File: config.mk
export PLATFORM = sky130hd
export DESIGN_NAME = rotate_shift_unit
export DESIGN_NICKNAME = d
export VERILOG_FILES = /design/src/hw/rsu_pkg.sv /design/src/hw/funnel_shifter.sv /design/src/hw/rotate_shift_unit.sv
export SDC_FILE = /design/constraint.sdc
export NUM_CORES = 1
export LEC_CHECK = 0
export BUFFER_PORTS_ARGS = -buffer_cell sky130_fd_sc_hd__buf_2
export CAP_MARGIN = 0
export CELL_PAD_IN_SITES_DETAIL_PLACEMENT = 1
export CELL_PAD_IN_SITES_GLOBAL_PLACEMENT = 2
export CORE_ASPECT_RATIO = 0.75
export CORE_MARGIN = 1
export CORE_UTILIZATION = 43
export CTS_BUF_LIST = sky130_fd_sc_hd__clkbuf_8
export DETAILED_ROUTE_END_ITERATION = 16
export PLACE_DENSITY_LB_ADDON = 0.1
export SYNTH_ARGS = -nofsm -noshare
export SYNTH_HDL_FRONTEND = slang
export SYNTH_HIERARCHICAL = 1
export SYNTH_SLANG_ARGS = --single-unit
File: constraint.sdc
create_clock -name clk -period 7.65 [get_ports clk]
set_input_delay 1.53 -clock clk [delete_from_list [all_inputs] [get_ports clk]]
set_output_delay 1.53 -clock clk [all_outputs]
set_load 0.02 [all_outputs]
File: src/hw/rsu_pkg.sv
// Shared types and constants of the rotate and shift datapath slice
package rsu_pkg;

  // ------------------------------------------------------------------
  // Widths
  // ------------------------------------------------------------------
  localparam int unsigned DATA_W = 32;
  localparam int unsigned WIDE_W = 64;
  localparam int unsigned WORD_W = 16;
  localparam int unsigned AMT_W  = 5;
  localparam int unsigned IMM_W  = 9;

  // ------------------------------------------------------------------
  // Reset values
  // ------------------------------------------------------------------
  localparam logic              CARRY_RESET  = 1'b0;
  localparam logic [DATA_W-1:0] RESULT_RESET = 32'h0000_0000;

  // ------------------------------------------------------------------
  // Operations and flag-write options
  // ------------------------------------------------------------------
  typedef enum logic [1:0] {
    OP_WORD_ROTATE_INSERT,
    OP_ROTATE_RIGHT,
    OP_SHIFT_ARITH_LEFT,
    OP_SHIFT_ARITH_RIGHT
  } op_t;

  typedef enum logic [1:0] {
    FLAGS_NONE,
    WRITE_CARRY_OPTION,
    WRITE_ZERO_OPTION,
    WRITE_BOTH_FLAGS_OPTION
  } flag_opt_t;

  // ------------------------------------------------------------------
  // Request from the decoder and answer to the register file
  // ------------------------------------------------------------------
  typedef struct packed {
    op_t              op;
    logic [DATA_W-1:0] d;
    logic [DATA_W-1:0] s;
    logic             s_is_imm;
    logic [IMM_W-1:0] imm;
    logic             word_index;
    flag_opt_t        flags;
  } req_t;

  typedef struct packed {
    logic [DATA_W-1:0] value;
    logic              carry;
    logic              carry_we;
  } res_t;

endpackage

File: src/hw/funnel_shifter.sv
// 64-bit funnel shifter, right or (by bit reversal) left, with last bit out
`timescale 1ns/100ps
module funnel_shifter (
  input  wire logic [rsu_pkg::WIDE_W-1:0] data,
  input  wire logic [rsu_pkg::AMT_W-1:0]  amount,
  input  wire logic                       to_left,
  output logic      [rsu_pkg::WIDE_W-1:0] shifted,
  output logic                            last_out
);
  import rsu_pkg::*;

  logic [WIDE_W-1:0] reversed_in;
  logic [WIDE_W-1:0] source;
  logic [WIDE_W:0]   wide;
  logic [WIDE_W-1:0] right_result;
  logic [WIDE_W-1:0] reversed_out;

  // ------------------------------------------------------------------
  // Bit reversal turns a left shift into a right shift
  // ------------------------------------------------------------------
  genvar i;
  generate
    for (i = 0; i < WIDE_W; i++) begin : g_rev
      assign reversed_in[i]  = data[WIDE_W-1-i];
      assign reversed_out[i] = right_result[WIDE_W-1-i];
    end
  endgenerate

  assign source = to_left ? reversed_in : data;

  // Extra low bit catches the last bit leaving the bottom
  assign wide         = {source, 1'b0} >> amount;
  assign right_result = wide[WIDE_W:1];
  assign last_out     = wide[0];
  assign shifted      = to_left ? reversed_out : right_result;

endmodule // funnel_shifter

File: src/hw/rotate_shift_unit.sv
// Rotate and shift datapath slice: word insert, rotate, arithmetic shifts
// How it works
// RQ1: Word insert puts the low half of D on top and word N of S below.
// RQ2: Rotate right turns D by S[4:0]; carry is the last bit out or D[0].
// RQ3: Shift left pads with D[0] and keeps the top word of the 64-bit value.
// RQ4: Shift-left carry is the last bit leaving the top, or D[31] at zero.
// RQ5: Shift right pads with D[31]; carry is the last bit out or D[0].
// RQ6: Each operation fits a two-clock slot and flags change only on request.
`timescale 1ns/100ps
module rotate_shift_unit (
  input  wire logic          clk,
  input  wire logic          rst_n,
  input  wire logic          req_valid,
  input  wire rsu_pkg::req_t req,
  output logic               req_ready,
  output logic               res_valid,
  output rsu_pkg::res_t      res,
  output logic               carry_flag
);
  import rsu_pkg::*;

  // ------------------------------------------------------------------
  // Slot sequencing
  // ------------------------------------------------------------------
  typedef enum logic [1:0] {
    SLOT_IDLE,
    SLOT_EXEC,
    SLOT_WRITE
  } slot_t;

  slot_t state;
  slot_t next_state;
  logic  take;

  assign req_ready = (state != SLOT_EXEC);
  assign take      = req_valid && req_ready;

  always_comb begin
    next_state = state;
    case (state)
      SLOT_IDLE:  next_state = take ? SLOT_EXEC : SLOT_IDLE;
      SLOT_EXEC:  next_state = SLOT_WRITE; // see RQ6
      SLOT_WRITE: next_state = take ? SLOT_EXEC : SLOT_IDLE;
      default:    next_state = SLOT_IDLE;
    endcase
  end

  always_ff @(posedge clk or negedge rst_n) begin
    if (!rst_n) begin
      state <= SLOT_IDLE;
    end else begin
      state <= next_state;
    end
  end

  // ------------------------------------------------------------------
  // Operand capture
  // ------------------------------------------------------------------
  op_t               op;
  flag_opt_t         flags;
  logic [DATA_W-1:0] d;
  logic [DATA_W-1:0] s;
  logic              word_index;

  always_ff @(posedge clk or negedge rst_n) begin
    if (!rst_n) begin
      op         <= OP_WORD_ROTATE_INSERT;
      flags      <= FLAGS_NONE;
      d          <= RESULT_RESET;
      s          <= RESULT_RESET;
      word_index <= 1'b0;
    end else if (take) begin
      op         <= req.op;
      flags      <= req.flags;
      d          <= req.d;
      // Immediate source is zero-extended
      s          <= req.s_is_imm ? {{(DATA_W-IMM_W){1'b0}}, req.imm} : req.s;
      word_index <= req.word_index;
    end
  end

  // ------------------------------------------------------------------
  // Shift network
  // ------------------------------------------------------------------
  logic [AMT_W-1:0]  amount;
  logic              amount_zero;
  logic [WIDE_W-1:0] funnel_in;
  logic [WIDE_W-1:0] funnel_out;
  logic              funnel_last;
  logic              to_left;

  assign amount      = s[AMT_W-1:0];
  assign amount_zero = (amount == '0);
  assign to_left     = (op == OP_SHIFT_ARITH_LEFT);

  always_comb begin
    case (op)
      OP_ROTATE_RIGHT:      funnel_in = {d, d};
      OP_SHIFT_ARITH_LEFT:  funnel_in = {d, {DATA_W{d[0]}}}; // see RQ3
      OP_SHIFT_ARITH_RIGHT: funnel_in = {{DATA_W{d[DATA_W-1]}}, d}; // see RQ5
      default:              funnel_in = {d, d};
    endcase
  end

  funnel_shifter u_funnel (
    .data     (funnel_in),
    .amount   (amount),
    .to_left  (to_left),
    .shifted  (funnel_out),
    .last_out (funnel_last)
  );

  // ------------------------------------------------------------------
  // Result and carry selection
  // ------------------------------------------------------------------
  logic [DATA_W-1:0] next_value;
  logic              next_carry;
  logic              carry_selected;

  always_comb begin
    next_value = RESULT_RESET;
    next_carry = 1'b0;
    case (op)
      OP_WORD_ROTATE_INSERT: begin
        next_value = {d[WORD_W-1:0],
                      word_index ? s[DATA_W-1:WORD_W]
                                 : s[WORD_W-1:0]}; // see RQ1
        next_carry = 1'b0;
      end
      OP_ROTATE_RIGHT: begin
        next_value = funnel_out[DATA_W-1:0]; // see RQ2
        next_carry = amount_zero ? d[0] : funnel_last; // see RQ2
      end
      OP_SHIFT_ARITH_LEFT: begin
        next_value = funnel_out[WIDE_W-1:DATA_W]; // see RQ3
        next_carry = amount_zero ? d[DATA_W-1] : funnel_last; // see RQ4
      end
      OP_SHIFT_ARITH_RIGHT: begin
        next_value = funnel_out[DATA_W-1:0]; // see RQ5
        next_carry = amount_zero ? d[0] : funnel_last; // see RQ5
      end
      default: begin
        next_value = RESULT_RESET;
        next_carry = 1'b0;
      end
    endcase
  end

  // Word insert never writes flags; zero option alone leaves carry
  assign carry_selected = (op != OP_WORD_ROTATE_INSERT) &&
                          ((flags == WRITE_CARRY_OPTION) ||
                           (flags == WRITE_BOTH_FLAGS_OPTION)); // see RQ6

  // ------------------------------------------------------------------
  // Answer registers
  // ------------------------------------------------------------------
  always_ff @(posedge clk or negedge rst_n) begin
    if (!rst_n) begin
      res_valid <= 1'b0;
    end else begin
      res_valid <= (state == SLOT_EXEC); // see RQ6
    end
  end

  always_ff @(posedge clk or negedge rst_n) begin
    if (!rst_n) begin
      res.value    <= RESULT_RESET;
      res.carry    <= CARRY_RESET;
      res.carry_we <= 1'b0;
    end else if (state == SLOT_EXEC) begin
      res.value    <= next_value;
      res.carry    <= next_carry;
      res.carry_we <= carry_selected;
    end else begin
      res.carry_we <= 1'b0;
    end
  end

  // ------------------------------------------------------------------
  // Held carry flag
  // ------------------------------------------------------------------
  always_ff @(posedge clk or negedge rst_n) begin
    if (!rst_n) begin
      carry_flag <= CARRY_RESET;
    end else if (state == SLOT_EXEC && carry_selected) begin
      carry_flag <= next_carry; // see RQ6
    end
  end

endmodule // rotate_shift_unit

# Word level (Yosys, flattened, before mapping)
# Cells that the tools add are included.
[op_classes]
n_eq_ne = 8
shifts = 1
reduce_logical = 10
muxes = 12
[op_table]
columns = ["operator", "count"]
rows = [
  ["$mux W64", 2],
  ["$pmux W63 S2", 1],
  ["$pmux W32 S3", 1],
  ["$shr A65 B5 Y65", 1],
  ["$mux W32", 1],
  ["$mux W16", 1],
  ["$eq A2 B2 Y1 const B", 4],
  ["$eq A2 B1 Y1 const B", 3],
  ["$logic_not A5 Y1", 1],
  ["$logic_not A2 Y1", 2],
  ["$mux W1", 4],
  ["$pmux W2 S2", 1],
  ["$reduce_or A2 Y1", 2],
  ["$logic_and A1 B1 Y1", 3],
  ["$pmux W1 S3", 1],
  ["$ne A2 B1 Y1 const B", 1],
  ["$reduce_bool A2 Y1", 1],
  ["$logic_or A1 B1 Y1", 1],
]
[totals]
regBits = 107
word_cells = 42
out_inout_bits = 37

# Depth between registers and ports, before layout
# Gate-level depths: netlist (run 1).
[logic_depth]
ltp_word = 6
mapped_depth = 17
ltp_nobuf = 13

# Cells and area by module
# The synthesis (run 1) kept the hierarchy.
[by_module_without_submodules]
columns = ["module", "seq_area_each_um2", "instances", "cells_per_inst", "area_each_um2"]
rows = [
  ["rotate_shift_unit", 2627.5, 1, 540, 5815.6],
  ["funnel_shifter", 0.0, 1, 628, 5499.0],
]

# Worst setup path before layout (run 1)
# Ideal clock, no wire load.
[synth_path]
path_type = "flip-flop to flip-flop"
start = "register op[1]"
end = "register res[28] in the netlist's numbering"
slack_ns = 4.371
stages_incl_launch_ff = 15
t_required_ns = 7.525
t_arrival_ns = 3.154
setup_ns = 0.125
n_path_buf = 3
cell_sequence = "dfrtp_1 buf_4 buf_2 nand2_1 clkbuf_1 a21o_1 mux4_2 mux2_2 mux2i_4 o22ai_1 and2_0 or3_1 mux2i_1 o21ai_0 mux2_2"
[synth_via]
elab_chain_len = 6
elab_cells_between_ends = 10
cone_classes = "eq/ne: 3; shift: 1; mux: 4; reduce/logical: 2"
[synth_rtl]
columns = ["item", "line_no", "source"]
rows = [
  ["start, declared", "rotate_shift_unit.sv:59", "op_t op;"],
  ["start signal, assigned", "rotate_shift_unit.sv:73", "op <= req.op;"],
  ["$eq A2 B2 Y1", "rotate_shift_unit.sv:97", "case (op)"],
  ["$pmux W63 S2 (*)", "rotate_shift_unit.sv:97", ""],
  ["via funnel_in[43]", "rotate_shift_unit.sv:87", "logic [WIDE_W-1:0] funnel_in;"],
  ["$mux W64 (*)", "funnel_shifter.sv:29", "assign source = to_left ? reversed_in : data;"],
  ["$shr A65 B5 Y65 (*)", "funnel_shifter.sv:32", "assign wide = {source, 1'b0} >> amount;"],
  ["$mux W64 (*)", "funnel_shifter.sv:35", "assign shifted = to_left ? reversed_out : right_result;"],
  ["via funnel_out[58]", "rotate_shift_unit.sv:88", "logic [WIDE_W-1:0] funnel_out;"],
  ["$pmux W32 S3 (*)", "rotate_shift_unit.sv:123", "case (op)"],
  ["end, declared", "rotate_shift_unit.sv:17", "output rsu_pkg::res_t res,"],
]
# The timed path passes the listed nets; every way through them passes the cells marked *.
# A chain may end at the register's enable or synchronous reset.

# Worst setup path in the final report (run 1)
[layout_path]
start = "register op[1]"
end = "register res[25] in the netlist's numbering"
[layout_via]
elab_chain_len = 6
elab_cells_between_ends = 10
cone_classes = "eq/ne: 3; shift: 1; mux: 4; reduce/logical: 2"
[layout_rtl]
columns = ["item", "line_no", "source"]
rows = [
  ["$eq A2 B2 Y1", "rotate_shift_unit.sv:94", "assign to_left = (op == OP_SHIFT_ARITH_LEFT);"],
  ["via to_left", "rotate_shift_unit.sv:90", "logic to_left;"],
  ["$pmux W63 S2", "rotate_shift_unit.sv:97", ""],
  ["via funnel_in[30]", "rotate_shift_unit.sv:87", ""],
  ["$mux W64", "funnel_shifter.sv:29", ""],
  ["$shr A65 B5 Y65", "funnel_shifter.sv:32", ""],
  ["$mux W64", "funnel_shifter.sv:35", ""],
  ["via funnel_out[55]", "rotate_shift_unit.sv:88", ""],
  ["$pmux W32 S3", "rotate_shift_unit.sv:123", ""],
]
# The timed path passes the listed nets, and every way through them passes these cells.

==> metrics.cfg, run 1 <==
[synth]
ys_ff_latch = 105
syn_avg_cell_area_um2 = 9.69
ys_seq_area_share_pct = 23.2
yosys.cell_types.count = 68
syn-cell-area_mm2 = 0.0113
synth_edf_count = 0
syn_inst = 1168
ys_async_sr_fraction_pct = 100
yosys_warnings = 6
synth_top_area_share_pct = 23.2
synthesis.nets = 1250
synthFlopType = dfrtp_1
synth_top_cell_by_area = dfrtp_1
synth_common_cells = nand2_1, dfrtp_1, mux2_2, mux2i_1, nor2_1
synth_most_common_cell = nand2_1
synth_area_leaders = dfrtp_1, mux4_2, mux2_2

[pwr]
leakage_nw = 5.33
p_switching_mw = 1.94
p_int_mw = 1.82
seqPwrFrac_pct = 21.8
power_frac_clock_pct = 9.6
peakVddDrop_v = 0.000153
swShare_pct = 51.6
p_comb_share_pct = 68.6
power.density_mw_per_mm2 = 310

[die]
core_area_mm2 = 0.0259
rows = 51
die_y_um = 142
initial_utilization_pct = 43.7
die-area_mm2 = 0.0270
boundaryPins = 119
dieWidth_um = 189

[finish]
drive_above_1_share_pct = 32.5
regArea_mm2 = 0.00263
multi_input_area_mm2 = 0.00806
nFillCells = 2987
fin_nets = 1288
area_growth_pct = 7.14
finalNonFillerCells = 1555
design_area_mm2 = 0.0121
n_antenna_cell = 0

[critical_path]
critPathKind = flop to flop
required_ps = 7970
crit_path_start_kind = flop
end_kind = flop
path_max_fanout = 58
worst_ep_arrival_time_ps = 5830

[global_route]
grt_use_met3_pct = 12.6
grt_util_met1_pct = 51.1
grt_pass1_vias = 10018
met2_usage_pct = 45.3
gr-max-usage-layer = met1
grt_overflow_total = 0
grt.total_usage_pct = 33.9
grt_max_degree = 77
grt_pass1_wl_mm = 67.2
antenna_found_initial = 1

[placement]
dpl_cell_area_mm2 = 0.0119
placedCellCount = 1539
numPortBuffers = 117
finalWeightedCongestion = 0.983
place_hpwl_mm = 34.1

[timing]
setup_violations = 0
fin_crit_sh_pct = 72.0
final.min_clock_period_ps = 5510
rsz0062_at_grt = no
fin_skew_ps = 28.1
hold_violations = 0
fmax_ghz = 0.182
worst_pin_slew_ps = 1210
fin_hold_ws_ps = 443
final.setup.tns_ps = 0
slew_violations = 0
slew_headroom_pct = 19.6

[clocking]
postCtsSetupBuffers = 0
cts_sinks = 105
cts_tree = yes
clock_path_buffers = 2
cts-root-buf = clkbuf_8
clk_latency_ps = 420
cts-resized-gates = 0
cts_htree_levels = 3
cts_inserted_buffers = 9
path_clk_slew_ps = 120
ctsHoldBuffers = 0

[outcome]
outcome = complete, no violations

[drt]
drt-pass1-iter-count = 5
vias = 10341
vias_per_cell = 6.65
drc = 0
routedWlPerCell_um = 29.0
dr.first_iter.drc_count = 1295
ant_nets = 0
wirelength_mm = 45.1

[worst_hold_path]
min_path_type = flop to flop

[run]
drv_cap = 0

## layout make-up
type / count / share of cell area (%)
Inverter: 15 / 0.485
Clock buffer: 10 / 1.14
Sequential cell: 105 / 21.7
Timing Repair Buffer: 137 / 6.09
Clock inverter: 6 / 0.557
Multi-Input combinational cell: 938 / 66.5
Tap cell: 344 / 3.55
## registers in the layout, indices dropped and copies added, names as in the netlist
| signal | flops |
|---|---|
| res | 34 |
| d | 32 |
| s | 32 |
| op | 2 |
| carry_flag | 1 |
| flags | 1 |
| res_valid | 1 |
| state | 1 |
| word_index | 1 |
## power groups by stage
| stage | registers (mW) | clock network, mW | logic, mW |
|---|---|---|---|
| finish | 0.820 | 0.362 | 2.58 |
| global route | 0.832 | 0.394 | 2.72 |
| CTS | 0.815 | 0.376 | 2.50 |
| detailed placement | 0.825 | 0 | 2.48 |
| global placement | 0.821 | 0 | 2.47 |
| floorplan | 0.851 | 0 | 1.65 |
## through the flow
step	utilization (%)	setup slack, ps	power, mW
global route	46.8	1870	3.94
finish	46.8	2140	3.76
floorplan	-	4370	2.50
CTS	46.8	2350	3.69
global placement	46.0	2360	3.29
detailed placement	46.0	2340	3.31
## path summary, 6_finish.rpt
check,startpoint,slack (ps),cells after the start,endpoint
max,op[1]$_DFFE_PN0P_,2140,14,res[25]$_DFFE_PN0P_
min,state[0]$_DFF_PN0_,440,1,state[0]$_DFF_PN0_
max reg2reg,op[1]$_DFFE_PN0P_,2140,14,res[25]$_DFFE_PN0P_
min reg2reg,state[0]$_DFF_PN0_,440,1,state[0]$_DFF_PN0_
max in group asynchronous,rst_n,5260,2,s[1]$_DFFE_PN0P_
min in group asynchronous,rst_n,1030,1,s[12]$_DFFE_PN0P_
## critical path, stage by stage, from the launching register on
cell and delay (ps):
dfrtp_2 440, nand2b_1 130, buf_4 360, inv_4 380
nand2_1 890, nand2_1 510, mux4_2 600, mux2_2 330
mux2i_4 300, o22ai_1 150, a2111oi_0 440, a21oi_1 200
mux2i_1 180, o21ai_0 170, mux2_2 330
## layout by cell type, fill, tap and decap left out, drive strengths merged, types with 14 or more instances in the layout
| cell type | count |
|---|---|
| dfrtp | 105 |
| nand2 | 141 |
| o22ai | 53 |
| o211ai | 30 |
| mux2 | 152 |
| buf | 137 |
| a21o | 34 |
| mux2i | 93 |
| nor2b | 30 |
| o21ai | 40 |
| nor2 | 70 |
| a21oi | 61 |
| nand2b | 21 |
| mux4 | 67 |
| a221oi | 14 |
| inv | 17 |
## cells by family (layout without fill, tap and decap cells)
logic type / after synthesis / in the layout / synth area share, %
mux: 312 / 312 / 39.4
simple gates: 307 / 307 / 12.3
compound gates: 318 / 318 / 19.4
xor+xnor: 1 / 1 / 0.0774
buf+inv: 125 / 168 / 5.58
flops: 105 / 105 / 23.2
## routing by layer
metal	part of all wire (%)	wire length [um]
met2	40	17900
met4	1.5	684
met1	47	21200
met5	0	0
met3	12	5270
No activity file was read; power rests on OpenSTA's default activity.
==> inputs of run 2 (changes only) <==
- CORE_UTILIZATION: 43 -> 36
- clock period: 7.65 -> 5 ns (I/O delays scaled with it)
==> run 2 against run 1 <==
Global-route usage is 3.3 points lower. Cell area up 1.8%. Worst hold slack gained 7.6 ps. Cell count increased by 4.7%. Critical endpoint is now res[30]$_DFFE_PN0P_. Register-to-register slack worse by 1600 ps. Sequential power rose by 55%. Sequential share of layout area down 0.37 points. Worst setup slack got worse by 1600 ps. Routed wire length rose by 6.0%.
==> metrics.cfg, run 2 (synthesis results as in run 1) <==
[drt]
vias_per_cell = 6.41
wirelength_mm = 47.8
routedWlPerCell_um = 29.4
vias = 10432
drc = 0
dr.first_iter.drc_count = 1015
ant_nets = 0
drt-pass1-iter-count = 7

[critical_path]
crit_cells = 11
required_ps = 5370
slowest_delay_ps = 1040
path_buf_inv = 0
critPathSlowestCell = and3_1
crit-reg2reg-launch = d[31]$_DFFE_PN0P_
cp_common_cell = mux2i_1
end_kind = flop
r2r_cells = 11
path_cells = and3_1 -> a21o_1 -> mux4_2 -> mux2i_1 -> a32oi_1 -> o211ai_1 -> a21boi_0 -> o2bb2ai_1 -> mux2i_1 -> o21ai_0 -> mux2_2
cp_top_family = compound AO/OA/AOI/OAI gates
timing.rr.end = res[30]$_DFFE_PN0P_
worst_ep_arrival_time_ps = 4850
rrSetupSlack_ps = 530
critPathKind = flop to flop
path_max_fanout = 31
crit_path_start_kind = flop

[clocking]
cts_sinks = 105
cts_inserted_buffers = 9
clock_path_buffers = 2
cts_tree = yes
path_clk_slew_ps = 120
postCtsSetupBuffers = 0
cts_htree_levels = 3
clk_latency_ps = 430
ctsHoldBuffers = 0
cts-resized-gates = 0
cts-root-buf = clkbuf_8

[finish]
largest_reg_flops = 34
drive_above_1_share_pct = 33.4
design_area_mm2 = 0.0123
reg_top3 = res (34), d (32), s (32)
layout_commonest_cell = nand2_1
multi_input_area_mm2 = 0.00806
finalNonFillerCells = 1628
nFillCells = 3543
fin_nets = 1305
area_growth_pct = 9.02
regMostFlops = res
regArea_mm2 = 0.00263
final_cell_mix = nand2_1, buf_2, dfrtp_1

[global_route]
grt_max_degree = 67
grt_overflow_total = 0
grt_pass1_wl_mm = 71.1
antenna_found_initial = 2
grt_pass1_vias = 9964
grt.total_usage_pct = 30.6

[pwr]
power.density_mw_per_mm2 = 472
power_frac_clock_pct = 9.7
p_int_mw = 2.80
seqPwrFrac_pct = 21.8
swShare_pct = 51.9
p_comb_share_pct = 68.5
p_switching_mw = 3.02
peakVddDrop_v = 0.000255
leakage_nw = 5.41

[timing]
setup_violations = 0
slew_violations = 0
worst_pin_slew_ps = 1250
fin_skew_ps = 24.0
slew_headroom_pct = 16.7
final.min_clock_period_ps = 4470
fin_crit_sh_pct = 89.5
hold_violations = 0
final.setup.tns_ps = 0
rsz0062_at_grt = no
fmax_ghz = 0.224

[die]
dieWidth_um = 207
core_area_mm2 = 0.0306
die-area_mm2 = 0.0321
initial_utilization_pct = 37.0
boundaryPins = 119
die_y_um = 156
rows = 55

[run]
drv_cap = 0

[worst_hold_path]
hold_depth = 1
hold_start = state[0]$_DFF_PN0_
min_path_type = flop to flop
hold_end = state[0]$_DFF_PN0_

[placement]
finalWeightedCongestion = 0.972
dpl_cell_area_mm2 = 0.0121
place_hpwl_mm = 36.9
placedCellCount = 1611
numPortBuffers = 117

[outcome]
outcome = complete, no violations

## run 2: cell count changes in the layout (fill, tap and decap cells not counted), sizes merged
cell | previous run | this run
buf | 137 | 154
clkbuf | 10 | 9
clkinv | 4 | 5
clkinvlp | 0 | 1
diode | 0 | 1
inv | 17 | 16
## run 2: per-layer routing
layer / global-route usage (%) / routed length, um / part of all wire (%)
met1: 50.1 / 23700 / 50
met2: 39.3 / 18800 / 39
met5: 0 / 0 / 0
met3: 7.12 / 4780 / 10
met4: 5.98 / 555 / 1.2
## run 2: power by group through the flow
stage                     registers, mW  clock network [mW]  logic, mW
after floorplan                    1.30                   0       2.53
after global placement             1.28                   0       3.86
after detailed placement           1.28                   0       3.87
after CTS                          1.27               0.595       3.89
after global routing               1.29               0.621       4.20
final                              1.27               0.564       3.99
## run 2: worst max path at each step
| stage | startpoint | to | slack, ps |
|---|---|---|---|
| 4_1_cts | op[0]$_DFFE_PN0P_ | res[25]$_DFFE_PN0P_ | 680 |
| 6_report | d[31]$_DFFE_PN0P_ | res[30]$_DFFE_PN0P_ | 530 |
| 3_3_place_gp | op[0]$_DFFE_PN0P_ | res[25]$_DFFE_PN0P_ | 720 |
| 5_1_grt | d[31]$_DFFE_PN0P_ | res[21]$_DFFE_PN0P_ | 350 |
| 2_1_floorplan | op[1]$_DFFE_PN0P_ | res[28]$_DFFE_PN0P_ | 1720 |
| 3_5_place_dp | op[0]$_DFFE_PN0P_ | res[25]$_DFFE_PN0P_ | 710 |
## run 2: worst reg2reg max path, cell delays in order, from the launching register on
cell	delay [ps]
dfrtp_1	510
and3_1	1040
a21o_1	270
mux4_2	270
mux2i_1	200
a32oi_1	370
o211ai_1	220
a21boi_0	860
o2bb2ai_1	190
mux2i_1	90
o21ai_0	210
mux2_2	190
## run 2: stage by stage
step	hold WS [ps]	power (mW)	utilization, %	setup WS (ps)
2_1_floorplan	404	3.83	-	1720
5_1_grt	455	6.12	40.4	354
6_report	450	5.82	40.4	527
4_1_cts	457	5.75	40.4	681
3_3_place_gp	418	5.14	39.7	723
3_5_place_dp	440	5.15	39.7	708
## run 2: cell type report
class / instances / area share, %
antenna: 1 / 0.0203
clock buffer: 9 / 1.00
clock inverter: 7 / 0.690
inverter: 15 / 0.477
multi-input combinational: 938 / 65.3
sequential: 105 / 21.3
tap: 399 / 4.05
timing repair buffer: 154 / 7.12
